--- config.mk ---
export PLATFORM = sky130hd
export DESIGN_NAME = tcdt_top
export DESIGN_NICKNAME = d
export VERILOG_FILES = /design/src/tcdt_temp_acc.v /design/src/tcdt_mod_div.v /design/src/tcdt_top.v
export VERILOG_INCLUDE_DIRS = /design/src /design/src/common
export SDC_FILE = /design/constraint.sdc
export NUM_CORES = 1
export LEC_CHECK = 0
export BUFFER_PORTS_ARGS = -buffer_cell sky130_fd_sc_hd__buf_4
export CAP_MARGIN = 20
export CELL_PAD_IN_SITES_DETAIL_PLACEMENT = 0
export CELL_PAD_IN_SITES_GLOBAL_PLACEMENT = 1
export CORE_UTILIZATION = 43
export DETAILED_ROUTE_END_ITERATION = 10
export PLACE_DENSITY_LB_ADDON = 0.1
export SLEW_MARGIN = 20
export SYNTH_ARGS = -nofsm -noshare
export SYNTH_HDL_FRONTEND = slang
export SYNTH_SLANG_ARGS = --single-unit
--- constraint.sdc ---
create_clock -name i_sys_clk -period 3 [get_ports i_sys_clk]
set_input_delay 0.45 -clock i_sys_clk [delete_from_list [all_inputs] [get_ports i_sys_clk]]
set_output_delay 0.45 -clock i_sys_clk [all_outputs]
set_load 0.02 [all_outputs]
--- src/common/tcdt_regs.vh ---
`ifndef TCDT_REGS_VH
`define TCDT_REGS_VH

// register indices; byte address is four times the index
`define TCDT_IDX_TEMP_TL      8'h60
`define TCDT_IDX_TEMP_TL_SUM  8'h61
`define TCDT_IDX_TEMP_TR      8'h62
`define TCDT_IDX_TEMP_TR_SUM  8'h63
`define TCDT_IDX_TEMP_BL      8'h64
`define TCDT_IDX_TEMP_BL_SUM  8'h65
`define TCDT_IDX_TEMP_BR      8'h66
`define TCDT_IDX_TEMP_BR_SUM  8'h67
`define TCDT_IDX_FINE_HI      8'h71
`define TCDT_IDX_FINE_LO      8'h72
`define TCDT_IDX_COARSE       8'h73
`define TCDT_IDX_MODE_CTRL    8'h7D
`define TCDT_IDX_CLK_CTRL     8'h80
`define TCDT_IDX_MOD_DIV      8'h85
`define TCDT_IDX_DLY_EN       8'hAE

// reset values
`define TCDT_RST_FINE         8'h00
`define TCDT_RST_COARSE       8'h00
`define TCDT_RST_MODE_CTRL    8'h04
`define TCDT_RST_CLK_CTRL     8'h3F
`define TCDT_RST_MOD_DIV      8'h01
`define TCDT_RST_DLY_EN       8'h00
`define TCDT_RST_PLL_EN       1'b1
`define TCDT_RST_DIV_FIELD    5'h01

// field positions and limits
`define TCDT_BIT_PLL_EN       2
`define TCDT_BIT_MOD_SRC      6
`define TCDT_BIT_DLY_EN       2
`define TCDT_DIV_W            5
`define TCDT_FINE_W           10
`define TCDT_COARSE_W         6
`define TCDT_FINE_MAX         10'h31F
`define TCDT_COARSE_MAX       6'h31
`define TCDT_SUM_READS        2'h3
`define TCDT_LED_QUARTER      2

`endif

--- src/tcdt_temp_acc.v ---
`timescale 1ns/1ps
`default_nettype none
module tcdt_temp_acc (
  input  wire       i_sys_clk,
  input  wire       i_sys_rst,
  input  wire       i_row_strobe,
  input  wire [7:0] i_reading,
  output reg  [7:0] o_last,
  output reg  [7:0] o_sum
);
`include "tcdt_regs.vh"

  reg [1:0] cnt_q;
  reg [9:0] acc_q;
  wire [9:0] acc_d = acc_q + {2'h0, i_reading};

  always @(posedge i_sys_clk) begin
    if (i_sys_rst) begin
      cnt_q  <= 2'h0;
      acc_q  <= 10'h000;
      o_last <= 8'h00;
      o_sum  <= 8'h00;
    end else if (i_row_strobe) begin
      o_last <= i_reading;
      cnt_q  <= cnt_q + 2'h1;
      if (cnt_q == `TCDT_SUM_READS) begin
        o_sum <= acc_d[7:0];
        acc_q <= 10'h000;
      end else begin
        acc_q <= acc_d;
      end
    end
  end
endmodule // tcdt_temp_acc
`default_nettype wire

--- src/tcdt_mod_div.v ---
`timescale 1ns/1ps
`default_nettype none
module tcdt_mod_div (
  input  wire       i_sys_clk,
  input  wire       i_sys_rst,
  input  wire       i_src_tick,
  input  wire [4:0] i_div,
  output reg        o_tick
);

  reg [4:0] cnt_q;

  always @(posedge i_sys_clk) begin
    if (i_sys_rst) begin
      cnt_q  <= 5'h00;
      o_tick <= 1'b0;
    end else begin
      o_tick <= 1'b0;
      if (i_src_tick) begin
        // compare with >= so a smaller divider written mid-count recovers
        if (cnt_q >= i_div) begin
          cnt_q  <= 5'h00;
          o_tick <= 1'b1;
        end else begin
          cnt_q <= cnt_q + 5'h01;
        end
      end
    end
  end
endmodule // tcdt_mod_div
`default_nettype wire

--- src/tcdt_top.v ---
// The implementer's own choice: the AHB-Lite slave port.
`timescale 1ns/1ps
`default_nettype none
module tcdt_top (
  input  wire        i_sys_clk,
  input  wire        i_sys_rst,
  input  wire        i_hsel,
  input  wire [31:0] i_haddr,
  input  wire [1:0]  i_htrans,
  input  wire        i_hwrite,
  input  wire [2:0]  i_hsize,
  input  wire [31:0] i_hwdata,
  input  wire        i_hready,
  output reg         o_hreadyout,
  output reg  [31:0] o_hrdata,
  output reg         o_hresp,
  input  wire        i_row_strobe,
  input  wire [7:0]  i_temp_tl,
  input  wire [7:0]  i_temp_tr,
  input  wire [7:0]  i_temp_bl,
  input  wire [7:0]  i_temp_br,
  input  wire        i_ext_modulation_clock_in,
  output reg  [9:0]  o_led_fine_delay,
  output reg  [5:0]  o_led_coarse_delay,
  output reg         o_pll_enable,
  output reg         o_mod_src_ext,
  output wire        o_mod_clk_en,
  output reg         o_led_mod
);
`include "tcdt_regs.vh"

  // bus decode: only the low 10 address bits are mapped
  function mapped;
    input [31:0] addr;
    begin
      mapped = (addr[31:10] == 22'h000000);
    end
  endfunction

  function [9:0] clamp_fine;
    input [7:0] hi;
    input [7:0] lo;
    begin
      if (hi[7:2] != 6'h00 || {hi[1:0], lo} > `TCDT_FINE_MAX)
        clamp_fine = `TCDT_FINE_MAX;
      else
        clamp_fine = {hi[1:0], lo};
    end
  endfunction

  // one decoder serves every write strobe
  function wr_hit;
    input       act;
    input [7:0] idx;
    input [7:0] want;
    begin
      wr_hit = act & (idx == want);
    end
  endfunction

  function [5:0] clamp_coarse;
    input [7:0] v;
    begin
      if (v > {2'h0, `TCDT_COARSE_MAX})
        clamp_coarse = `TCDT_COARSE_MAX;
      else
        clamp_coarse = v[5:0];
    end
  endfunction

  // software registers
  reg [7:0] fine_hi_q;
  reg [7:0] fine_lo_q;
  reg [7:0] coarse_q;
  reg       pll_en_q;
  reg       mod_src_q;
  reg [4:0] mod_div_q;
  reg       dly_en_q;

  // bus pipeline
  reg       dp_act_q;
  reg       dp_wr_q;
  reg       dp_map_q;
  reg [7:0] dp_idx_q;

  // temperature results, byte 0 top left .. byte 3 bottom right
  wire [31:0] temp_last;
  wire [31:0] temp_sum;
  wire [7:0]  last_tl;
  wire [7:0]  last_tr;
  wire [7:0]  last_bl;
  wire [7:0]  last_br;
  wire [7:0]  sum_tl;
  wire [7:0]  sum_tr;
  wire [7:0]  sum_bl;
  wire [7:0]  sum_br;

  assign temp_last = {last_br, last_bl, last_tr, last_tl};
  assign temp_sum  = {sum_br, sum_bl, sum_tr, sum_tl};

  tcdt_temp_acc u_acc_tl (
    .i_sys_clk    (i_sys_clk),
    .i_sys_rst    (i_sys_rst),
    .i_row_strobe (i_row_strobe),
    .i_reading    (i_temp_tl),
    .o_last       (last_tl),
    .o_sum        (sum_tl)
  );

  tcdt_temp_acc u_acc_tr (
    .i_sys_clk    (i_sys_clk),
    .i_sys_rst    (i_sys_rst),
    .i_row_strobe (i_row_strobe),
    .i_reading    (i_temp_tr),
    .o_last       (last_tr),
    .o_sum        (sum_tr)
  );

  tcdt_temp_acc u_acc_bl (
    .i_sys_clk    (i_sys_clk),
    .i_sys_rst    (i_sys_rst),
    .i_row_strobe (i_row_strobe),
    .i_reading    (i_temp_bl),
    .o_last       (last_bl),
    .o_sum        (sum_bl)
  );

  tcdt_temp_acc u_acc_br (
    .i_sys_clk    (i_sys_clk),
    .i_sys_rst    (i_sys_rst),
    .i_row_strobe (i_row_strobe),
    .i_reading    (i_temp_br),
    .o_last       (last_br),
    .o_sum        (sum_br)
  );

  // address phase taken when selected, active and bus ready
  wire addr_take = i_hsel & i_htrans[1] & i_hready & o_hreadyout;
  wire wr_now    = dp_act_q & dp_wr_q & dp_map_q;

  wire wr_fine_hi = wr_hit(wr_now, dp_idx_q, `TCDT_IDX_FINE_HI);
  wire wr_fine_lo = wr_hit(wr_now, dp_idx_q, `TCDT_IDX_FINE_LO);
  wire wr_coarse  = wr_hit(wr_now, dp_idx_q, `TCDT_IDX_COARSE);
  wire wr_mode    = wr_hit(wr_now, dp_idx_q, `TCDT_IDX_MODE_CTRL);
  wire wr_clk     = wr_hit(wr_now, dp_idx_q, `TCDT_IDX_CLK_CTRL);
  wire wr_div     = wr_hit(wr_now, dp_idx_q, `TCDT_IDX_MOD_DIV);
  wire wr_dly     = wr_hit(wr_now, dp_idx_q, `TCDT_IDX_DLY_EN);

  always @(posedge i_sys_clk) begin
    if (i_sys_rst) begin
      dp_act_q    <= 1'b0;
      dp_wr_q     <= 1'b0;
      dp_map_q    <= 1'b0;
      dp_idx_q    <= 8'h00;
      o_hreadyout <= 1'b1;
      o_hresp     <= 1'b0;
    end else begin
      o_hresp <= 1'b0;
      if (addr_take) begin
        dp_act_q    <= 1'b1;
        dp_wr_q     <= i_hwrite;
        dp_map_q    <= mapped(i_haddr);
        dp_idx_q    <= i_haddr[9:2];
        // one wait state keeps reads coherent with the previous write
        o_hreadyout <= 1'b0;
      end else begin
        dp_act_q    <= 1'b0;
        o_hreadyout <= 1'b1;
      end
    end
  end

  // read data, registered at the end of the wait state
  reg [7:0] rd_byte;
  always @* begin
    rd_byte = 8'h00;
    case (dp_idx_q)
      `TCDT_IDX_TEMP_TL:     rd_byte = temp_last[7:0];
      `TCDT_IDX_TEMP_TR:     rd_byte = temp_last[15:8];
      `TCDT_IDX_TEMP_BL:     rd_byte = temp_last[23:16];
      `TCDT_IDX_TEMP_BR:     rd_byte = temp_last[31:24];
      `TCDT_IDX_TEMP_TL_SUM: rd_byte = temp_sum[7:0];
      `TCDT_IDX_TEMP_TR_SUM: rd_byte = temp_sum[15:8];
      `TCDT_IDX_TEMP_BL_SUM: rd_byte = temp_sum[23:16];
      `TCDT_IDX_TEMP_BR_SUM: rd_byte = temp_sum[31:24];
      `TCDT_IDX_FINE_HI:     rd_byte = fine_hi_q;
      `TCDT_IDX_FINE_LO:     rd_byte = fine_lo_q;
      `TCDT_IDX_COARSE:      rd_byte = coarse_q;
      `TCDT_IDX_MODE_CTRL:   rd_byte = {5'h00, pll_en_q, 2'h0};
      `TCDT_IDX_CLK_CTRL:    rd_byte = {1'b0, mod_src_q, 6'h3F};
      `TCDT_IDX_MOD_DIV:     rd_byte = {3'h0, mod_div_q};
      `TCDT_IDX_DLY_EN:      rd_byte = {5'h00, dly_en_q, 2'h0};
      default:               rd_byte = 8'h00;
    endcase
  end

  always @(posedge i_sys_clk) begin
    if (i_sys_rst) begin
      o_hrdata <= 32'h00000000;
    end else if (dp_act_q & ~dp_wr_q) begin
      o_hrdata <= dp_map_q ? {24'h000000, rd_byte} : 32'h00000000;
    end
  end

  // register writes in the data phase
  // fine count halves
  always @(posedge i_sys_clk) begin
    if (i_sys_rst) begin
      fine_hi_q <= `TCDT_RST_FINE;
      fine_lo_q <= `TCDT_RST_FINE;
    end else begin
      if (wr_fine_hi)
        fine_hi_q <= i_hwdata[7:0];
      if (wr_fine_lo)
        fine_lo_q <= i_hwdata[7:0];
    end
  end

  always @(posedge i_sys_clk) begin
    if (i_sys_rst)
      coarse_q <= `TCDT_RST_COARSE;
    else if (wr_coarse)
      coarse_q <= i_hwdata[7:0];
  end

  always @(posedge i_sys_clk) begin
    if (i_sys_rst)
      pll_en_q <= `TCDT_RST_PLL_EN;
    else if (wr_mode)
      pll_en_q <= i_hwdata[`TCDT_BIT_PLL_EN];
  end

  always @(posedge i_sys_clk) begin
    if (i_sys_rst)
      mod_src_q <= 1'b0;
    else if (wr_clk)
      mod_src_q <= i_hwdata[`TCDT_BIT_MOD_SRC];
  end

  always @(posedge i_sys_clk) begin
    if (i_sys_rst)
      mod_div_q <= `TCDT_RST_DIV_FIELD;
    else if (wr_div)
      mod_div_q <= i_hwdata[`TCDT_DIV_W-1:0];
  end

  // delay enable bit
  // only bit 2 is stored; the rest of that register lies outside this block
  always @(posedge i_sys_clk) begin
    if (i_sys_rst)
      dly_en_q <= 1'b0;
    else if (wr_dly)
      dly_en_q <= i_hwdata[`TCDT_BIT_DLY_EN];
  end

  // delay, PLL enable and modulation source outputs
  always @(posedge i_sys_clk) begin
    if (i_sys_rst) begin
      o_led_fine_delay   <= 10'h000;
      o_led_coarse_delay <= 6'h00;
      o_pll_enable       <= 1'b1;
      o_mod_src_ext      <= 1'b0;
    end else begin
      o_led_fine_delay   <= dly_en_q ? clamp_fine(fine_hi_q, fine_lo_q)
                                     : 10'h000;
      o_led_coarse_delay <= dly_en_q ? clamp_coarse(coarse_q) : 6'h00;
      o_pll_enable       <= pll_en_q;
      o_mod_src_ext      <= mod_src_q;
    end
  end

  // external modulation clock: pin, so two flops before the edge detect
  reg ext_s1_q;
  reg ext_s2_q;
  reg ext_s3_q;
  always @(posedge i_sys_clk) begin
    if (i_sys_rst) begin
      ext_s1_q <= 1'b0;
      ext_s2_q <= 1'b0;
      ext_s3_q <= 1'b0;
    end else begin
      ext_s1_q <= i_ext_modulation_clock_in;
      ext_s2_q <= ext_s1_q;
      ext_s3_q <= ext_s2_q;
    end
  end
  wire ext_rise = ext_s2_q & ~ext_s3_q;

  // internal source: each system clock stands for one PLL clock,
  // and it stops while the PLL is disabled
  wire div_tick;
  tcdt_mod_div u_div (
    .i_sys_clk  (i_sys_clk),
    .i_sys_rst  (i_sys_rst),
    .i_src_tick (pll_en_q & ~mod_src_q),
    .i_div      (mod_div_q),
    .o_tick     (div_tick)
  );

  reg mod_tick_q;
  always @(posedge i_sys_clk) begin
    if (i_sys_rst)
      mod_tick_q <= 1'b0;
    else
      mod_tick_q <= mod_src_q ? ext_rise : div_tick;
  end
  assign o_mod_clk_en = mod_tick_q;

  reg [1:0] quarter_q;
  always @(posedge i_sys_clk) begin
    if (i_sys_rst) begin
      quarter_q <= 2'h0;
      o_led_mod <= 1'b0;
    end else if (mod_tick_q) begin
      quarter_q <= quarter_q + 2'h1;
      o_led_mod <= quarter_q[0] ? ~quarter_q[1] : quarter_q[1];
    end
  end

endmodule // tcdt_top
`default_nettype wire

# Word-level counts from Yosys, hierarchy flattened
# Cells that the tools add are included.
# totals
ram_bits,0
output_inout_bits,54
elab_cells,121
mem_bits_ro,0
in_bits,108
latch_bits,0
memories,0
regBits,219
# op_classes
n_mux,14
bitwise_logic,21
reduce_logical,11
eq_ne,19
div,0
shift,0
multipliers,0
n_addsub,10
order_cmp,3
# op_table
op,n
$pmux 8 s15,1
$eq 8x7->1 const B,12
$mux 10,5
$add 10x8->10,4
$eq 8x8->1 const B,3
$logic_not 22->1,1
$and 1x1->1,15
$add 2x1->2 const B,5
$gt 10x10->1 const B,1
$eq 2x2->1 const B,4
$gt 8x6->1 const B,1
$mux 8,1
$reduce_and 2->1,4
$mux 6,1
$not 1->1,6
$reduce_bool 6->1,1
$reduce_or 3->1,2
$add 5x1->5 const B,1
$ge 5x5->1,1
$mux 1,5
$mux 5,1
$reduce_or 2->1,2
$logic_or 1x1->1,1

# Depth between registers and ports, before layout
# logic_depth
word_depth,4
mapped_depth,8
depth_no_buf,8

# Cells and area by module
# Synthesis repeated with hierarchy kept, for this count alone.
# hier_totals
cells_unflattened,1104
area_unflattened_um2,9746.8
# modules_own_cells
mod,n_inst,seq_area_each_um2,cells_per_inst,area_per_inst_um2
tcdt_temp_acc (u_acc_bl ...),3,520.5,152,1356.3
tcdt_top,1,1521.5,451,3906.2
tcdt_temp_acc (u_acc_tr),1,520.5,151,1348.8
tcdt_mod_div,1,120.1,46,422.9

# Worst setup path after synthesis
# No wires, ideal clock.
# synth_path
kind,input to register
from,input i_temp_bl[0]
to,register u_acc_bl.acc_q[6]
setup_ns,0.149
t_required_ns,2.851
arrival_time_ns,2.087
slack_ns,0.764
cell_stages,7
n_path_buf,0
cell_sequence,ha_1 -> fa_1 -> a21o_1 -> a21oi_1 -> nor4_1 -> a2111oi_0 -> o32ai_1
# synth_between
elab_chain_cells,2
# synth_rtl
item,line,source
"start, declared",tcdt_top.v:20,"input wire [7:0] i_temp_bl,"
$add 10x8->10,tcdt_temp_acc.v:15,"wire [9:0] acc_d = acc_q + {2'h0, i_reading};"
$mux 10,tcdt_temp_acc.v:26,if (cnt_q == `TCDT_SUM_READS) begin
"end signal, assigned",tcdt_temp_acc.v:20,acc_q <= 10'h000;
"end signal, assigned",tcdt_temp_acc.v:28,acc_q <= 10'h000;
"end signal, assigned",tcdt_temp_acc.v:30,acc_q <= acc_d;
"end, declared",tcdt_temp_acc.v:14,reg [9:0] acc_q;
# Every way passes these cells.
# A chain may end at the register's enable or synchronous reset.

# Worst setup path after layout
# layout_path
from,register u_acc_bl.acc_q[0]
to,register u_acc_bl.acc_q[6]
# layout_between
elab_chain_cells,2
# layout_rtl
item,line
$add 10x8->10,tcdt_temp_acc.v:15
$mux 10,tcdt_temp_acc.v:26
# Every way passes these cells.

==> flow_metrics.tcl <==
set metrics [dict create \
    remaining_drc_errors 0 \
    port-buffer-count 106 \
    worstPathCellList "ha_1, fa_1, a21o_1, a21oi_1, nor4_1, a2111oi_0, o32ai_1" \
    design.die.area_mm2 0.0228 \
    number_of_global_route_vias_before_repair 7335 \
    yosys.area.top_type_share_pct 39.1 \
    gp_congestion 0.890 \
    period_needed_ps 2430 \
    synthesis.yosys.warnings 0 \
    timing.rr.start "u_acc_bl.acc_q[0]" \
    holdCritStartpoint "i_ext_modulation_clock_in" \
    maxCapViolCount 0 \
    synth_seq_cells 186 \
    cts_root_buf "sky130_fd_sc_hd__clkbuf_16" \
    synth.lib_cells_used.distinct 79 \
    period_share_pct 81.1 \
    crit_path_end_kind "flop" \
    syn-instance-count 1096 \
    synthesis.area_per_instance_um2 8.70 \
    cp_data_arrival_time_ps 2720 \
    setup_repair_after_global_routing_missed_its_margin "no" \
    dp_worst_setup_slack_ps 279 \
    post_synth_main_area_contributors "sky130_fd_sc_hd__dfxtp_1, sky130_fd_sc_hd__mux2i_1, sky130_fd_sc_hd__nor2_1, sky130_fd_sc_hd__ha_1, sky130_fd_sc_hd__nand2_1" \
    cts_buffers 17 \
    final_antenna_diode_count 0 \
    max_slew_margin_pct 48.2 \
    library_cell_occupying_the_most_area_in_the_post_synthesis_netlist "sky130_fd_sc_hd__dfxtp_1" \
    cp.buffers_inverters 0 \
    die_h_um 151 \
    routed_via_count_divided_by_cell_count 5.46 \
    ys_dominant_reg_cell "sky130_fd_sc_hd__dfxtp_1" \
    grt_busiest_layer "met2" \
    asyncSetResetFlopFracSynth_pct 0 \
    initialDrtViolationCount 599 \
    finalClockSkew_ps 7.39 \
    post_cts_resized 0 \
    design.core.area_mm2 0.0218 \
    die_width_um 151 \
    timing.critical_path.max_delay_family "compound AO/OA/AOI/OAI gates" \
    layout-drive-gt1-share_pct 15.6 \
    layout_net_count 1326 \
    timing_hold_violations_final 0 \
    cpPeakStageDelay_ps 640 \
    routed_wl_mm 25.5 \
    antenna_left 0 \
    gr-usage-met2_pct 36.1 \
    cts_hold_buffers 0 \
    htree_levels 4 \
    critical_path_peak_fanout 3 \
    wl_per_cell_um 17.4 \
    syn_to_final_growth_pct 15.9 \
    grtUsageTotal_pct 23.1 \
    setup_total_negative_slack_ps 0 \
    firstDrtPassIters 5 \
    detailedPlacementHpwl_mm 19.1 \
    setup.worst_path.start_class "flop" \
    rows 54 \
    clock.fmax_ghz 0.411 \
    clk-insertion-delay-late_ps 430 \
    clock_path_buffers 2 \
    num_vias 8024 \
    cts.sink_count 186 \
    report.final.setup_viol 0 \
    p_per_area_mw_per_mm2 541 \
    initial_antenna_violation_count 0 \
    final_worst_setup_slack_ps 568 \
    total_leakage_power_nw 4.48 \
    globalRoute.totalOverflow 0 \
    grt_use_met1_pct 32.7 \
    synth-seq-area-share_pct 39.1 \
    timing_worst_setup_path_type "flop to flop" \
    mappedNetlistArea_mm2 0.00953 \
    crit_required_ps 3280 \
    count_of_flip_flops_with_a_built_in_enable_after_synthesis 0 \
    cts_tree "built" \
    worst_vdd_ir_mv 0.387 \
    synth_top_cells_by_count "sky130_fd_sc_hd__dfxtp_1, sky130_fd_sc_hd__nor2_1, sky130_fd_sc_hd__nand2_1" \
    global_route_wire_length_before_repair_mm 40.5 \
    grt_start_max_net_pins 71 \
    clk_pin_slew_ps 70 \
    drv_slew 0 \
    post_cts.repair.setup_buffers 0 \
    io_pins 162 \
    crit_start "u_acc_bl.acc_q[0]" \
    yosys.cell_count.top_type "sky130_fd_sc_hd__dfxtp_1" \
    timing.critical_path.slowest_stage_cell "sky130_fd_sc_hd__a2111oi_0" \
    initial_core_util_pct 43.8 \
    outcome "complete, no violations" \
    least_margin_pin_slew_ps 775 \
    global_route.usage.met3_pct 3.43 \
    min_path_type "primary input to flop" \
]
## placed cells by master, fill, tap and decap left out, drive strengths merged, types with 7 or more instances in the layout
master / instances
xor2: 13
and2: 18
o2111ai: 9
clkbuf: 18
clkinv: 7
a21oi: 64
nand4: 15
mux2i: 69
nor4: 22
o22ai: 11
inv: 47
nand2b: 11
a211oi: 10
a22oi: 20
nand3: 35
buf: 125
o211ai: 8
nor2: 136
dfxtp: 186
ha: 38
nor2b: 17
o21bai: 8
xnor2: 12
a221oi: 9
o21ai: 17
nor3: 18
nand2: 119
conb: 25
o31ai: 8
## sequential cells by signal, summed over array words and instances, names as in the netlist, 5 cells and up
register            cells
u_acc_bl.acc_q          8
u_div.cnt_q             5
o_led_coarse_delay      6
u_acc_tl.acc_q          8
u_acc_bl.o_sum          8
u_acc_tr.o_sum          8
u_acc_tr.o_last         8
fine_lo_q               8
o_led_fine_delay       10
coarse_q                8
u_acc_tl.o_last         8
fine_hi_q               8
dp_idx_q                8
u_acc_tl.o_sum          8
u_acc_bl.o_last         8
u_acc_br.o_last         8
u_acc_br.acc_q          8
mod_div_q               5
o_hrdata                8
u_acc_br.o_sum          8
u_acc_tr.acc_q          8
## cells by family after synthesis
family          Yosys count  synth area share, %
mux                      76                 8.19
xor+xnor                 29                 3.24
simple gates            423                 21.4
buf+inv                 130                 6.54
other cells               1               0.0393
flops                   186                 39.1
compound gates          209                 15.7
fa+ha+maj                42                 5.83
## layout make-up
| class | count | area, um^2 |
|---|---|---|
| Clock buffer | 18 | 439 |
| Sequential cell | 186 | 3720 |
| Inverter | 42 | 158 |
| Fill cell | 2119 | 10700 |
| Multi-Input combinational cell | 804 | 5280 |
| Timing Repair Buffer | 125 | 967 |
| Clock inverter | 14 | 136 |
| Tap cell | 280 | 350 |
## metrics by stage
| stage | cell area (um^2) | hold slack, ps | util [%] | std cells | power, mW |
|---|---|---|---|---|---|
| 2_1_floorplan | 9620 | 414 | - | 1120 | 3.50 |
| 3_3_place_gp | 10500 | 417 | 48.1 | 1437 | 3.78 |
| 3_5_place_dp | 10500 | 429 | 48.1 | 1437 | 3.79 |
| 4_1_cts | 11000 | 215 | 50.8 | 1469 | 6.03 |
| 5_1_grt | 11000 | 259 | 50.8 | 1469 | 6.26 |
| 6_report | 11000 | 229 | 50.8 | 1469 | 5.97 |
## final timing paths
kind	end	slack, ps	depth (start not counted)
max	u_acc_bl.acc_q[6]	570	7
max reg2reg	u_acc_bl.acc_q[6]	570	7
min reg2reg	ext_s2_q	440	1
min	ext_s1_q	230	2
## worst register-to-register path: cells and delay by family (launching register included)
family	cells	cell delay, ps
flip-flops	1	310
adder cells (fa/ha/maj)	2	630
AO/OA/AOI/OAI	4	1270
AND/OR/NAND/NOR	1	80
## power breakdown
| group | switching, mW | total, mW | internal, mW |
|---|---|---|---|
| logic | 0.571 | 1.04 | 0.468 |
| clock network | 1.05 | 2.24 | 1.19 |
| registers | 0.0965 | 2.70 | 2.60 |
| total | 1.72 | 5.97 | 4.26 |
## per-layer routing
metal | up-vias | part of all wire (%)
met5 | - | 0
met3 | 33 | 4.3
met4 | 0 | 1.8
met2 | 198 | 46
li1 | 4018 | -
met1 | 3775 | 48
No activity file was read; power rests on OpenSTA's default activity.
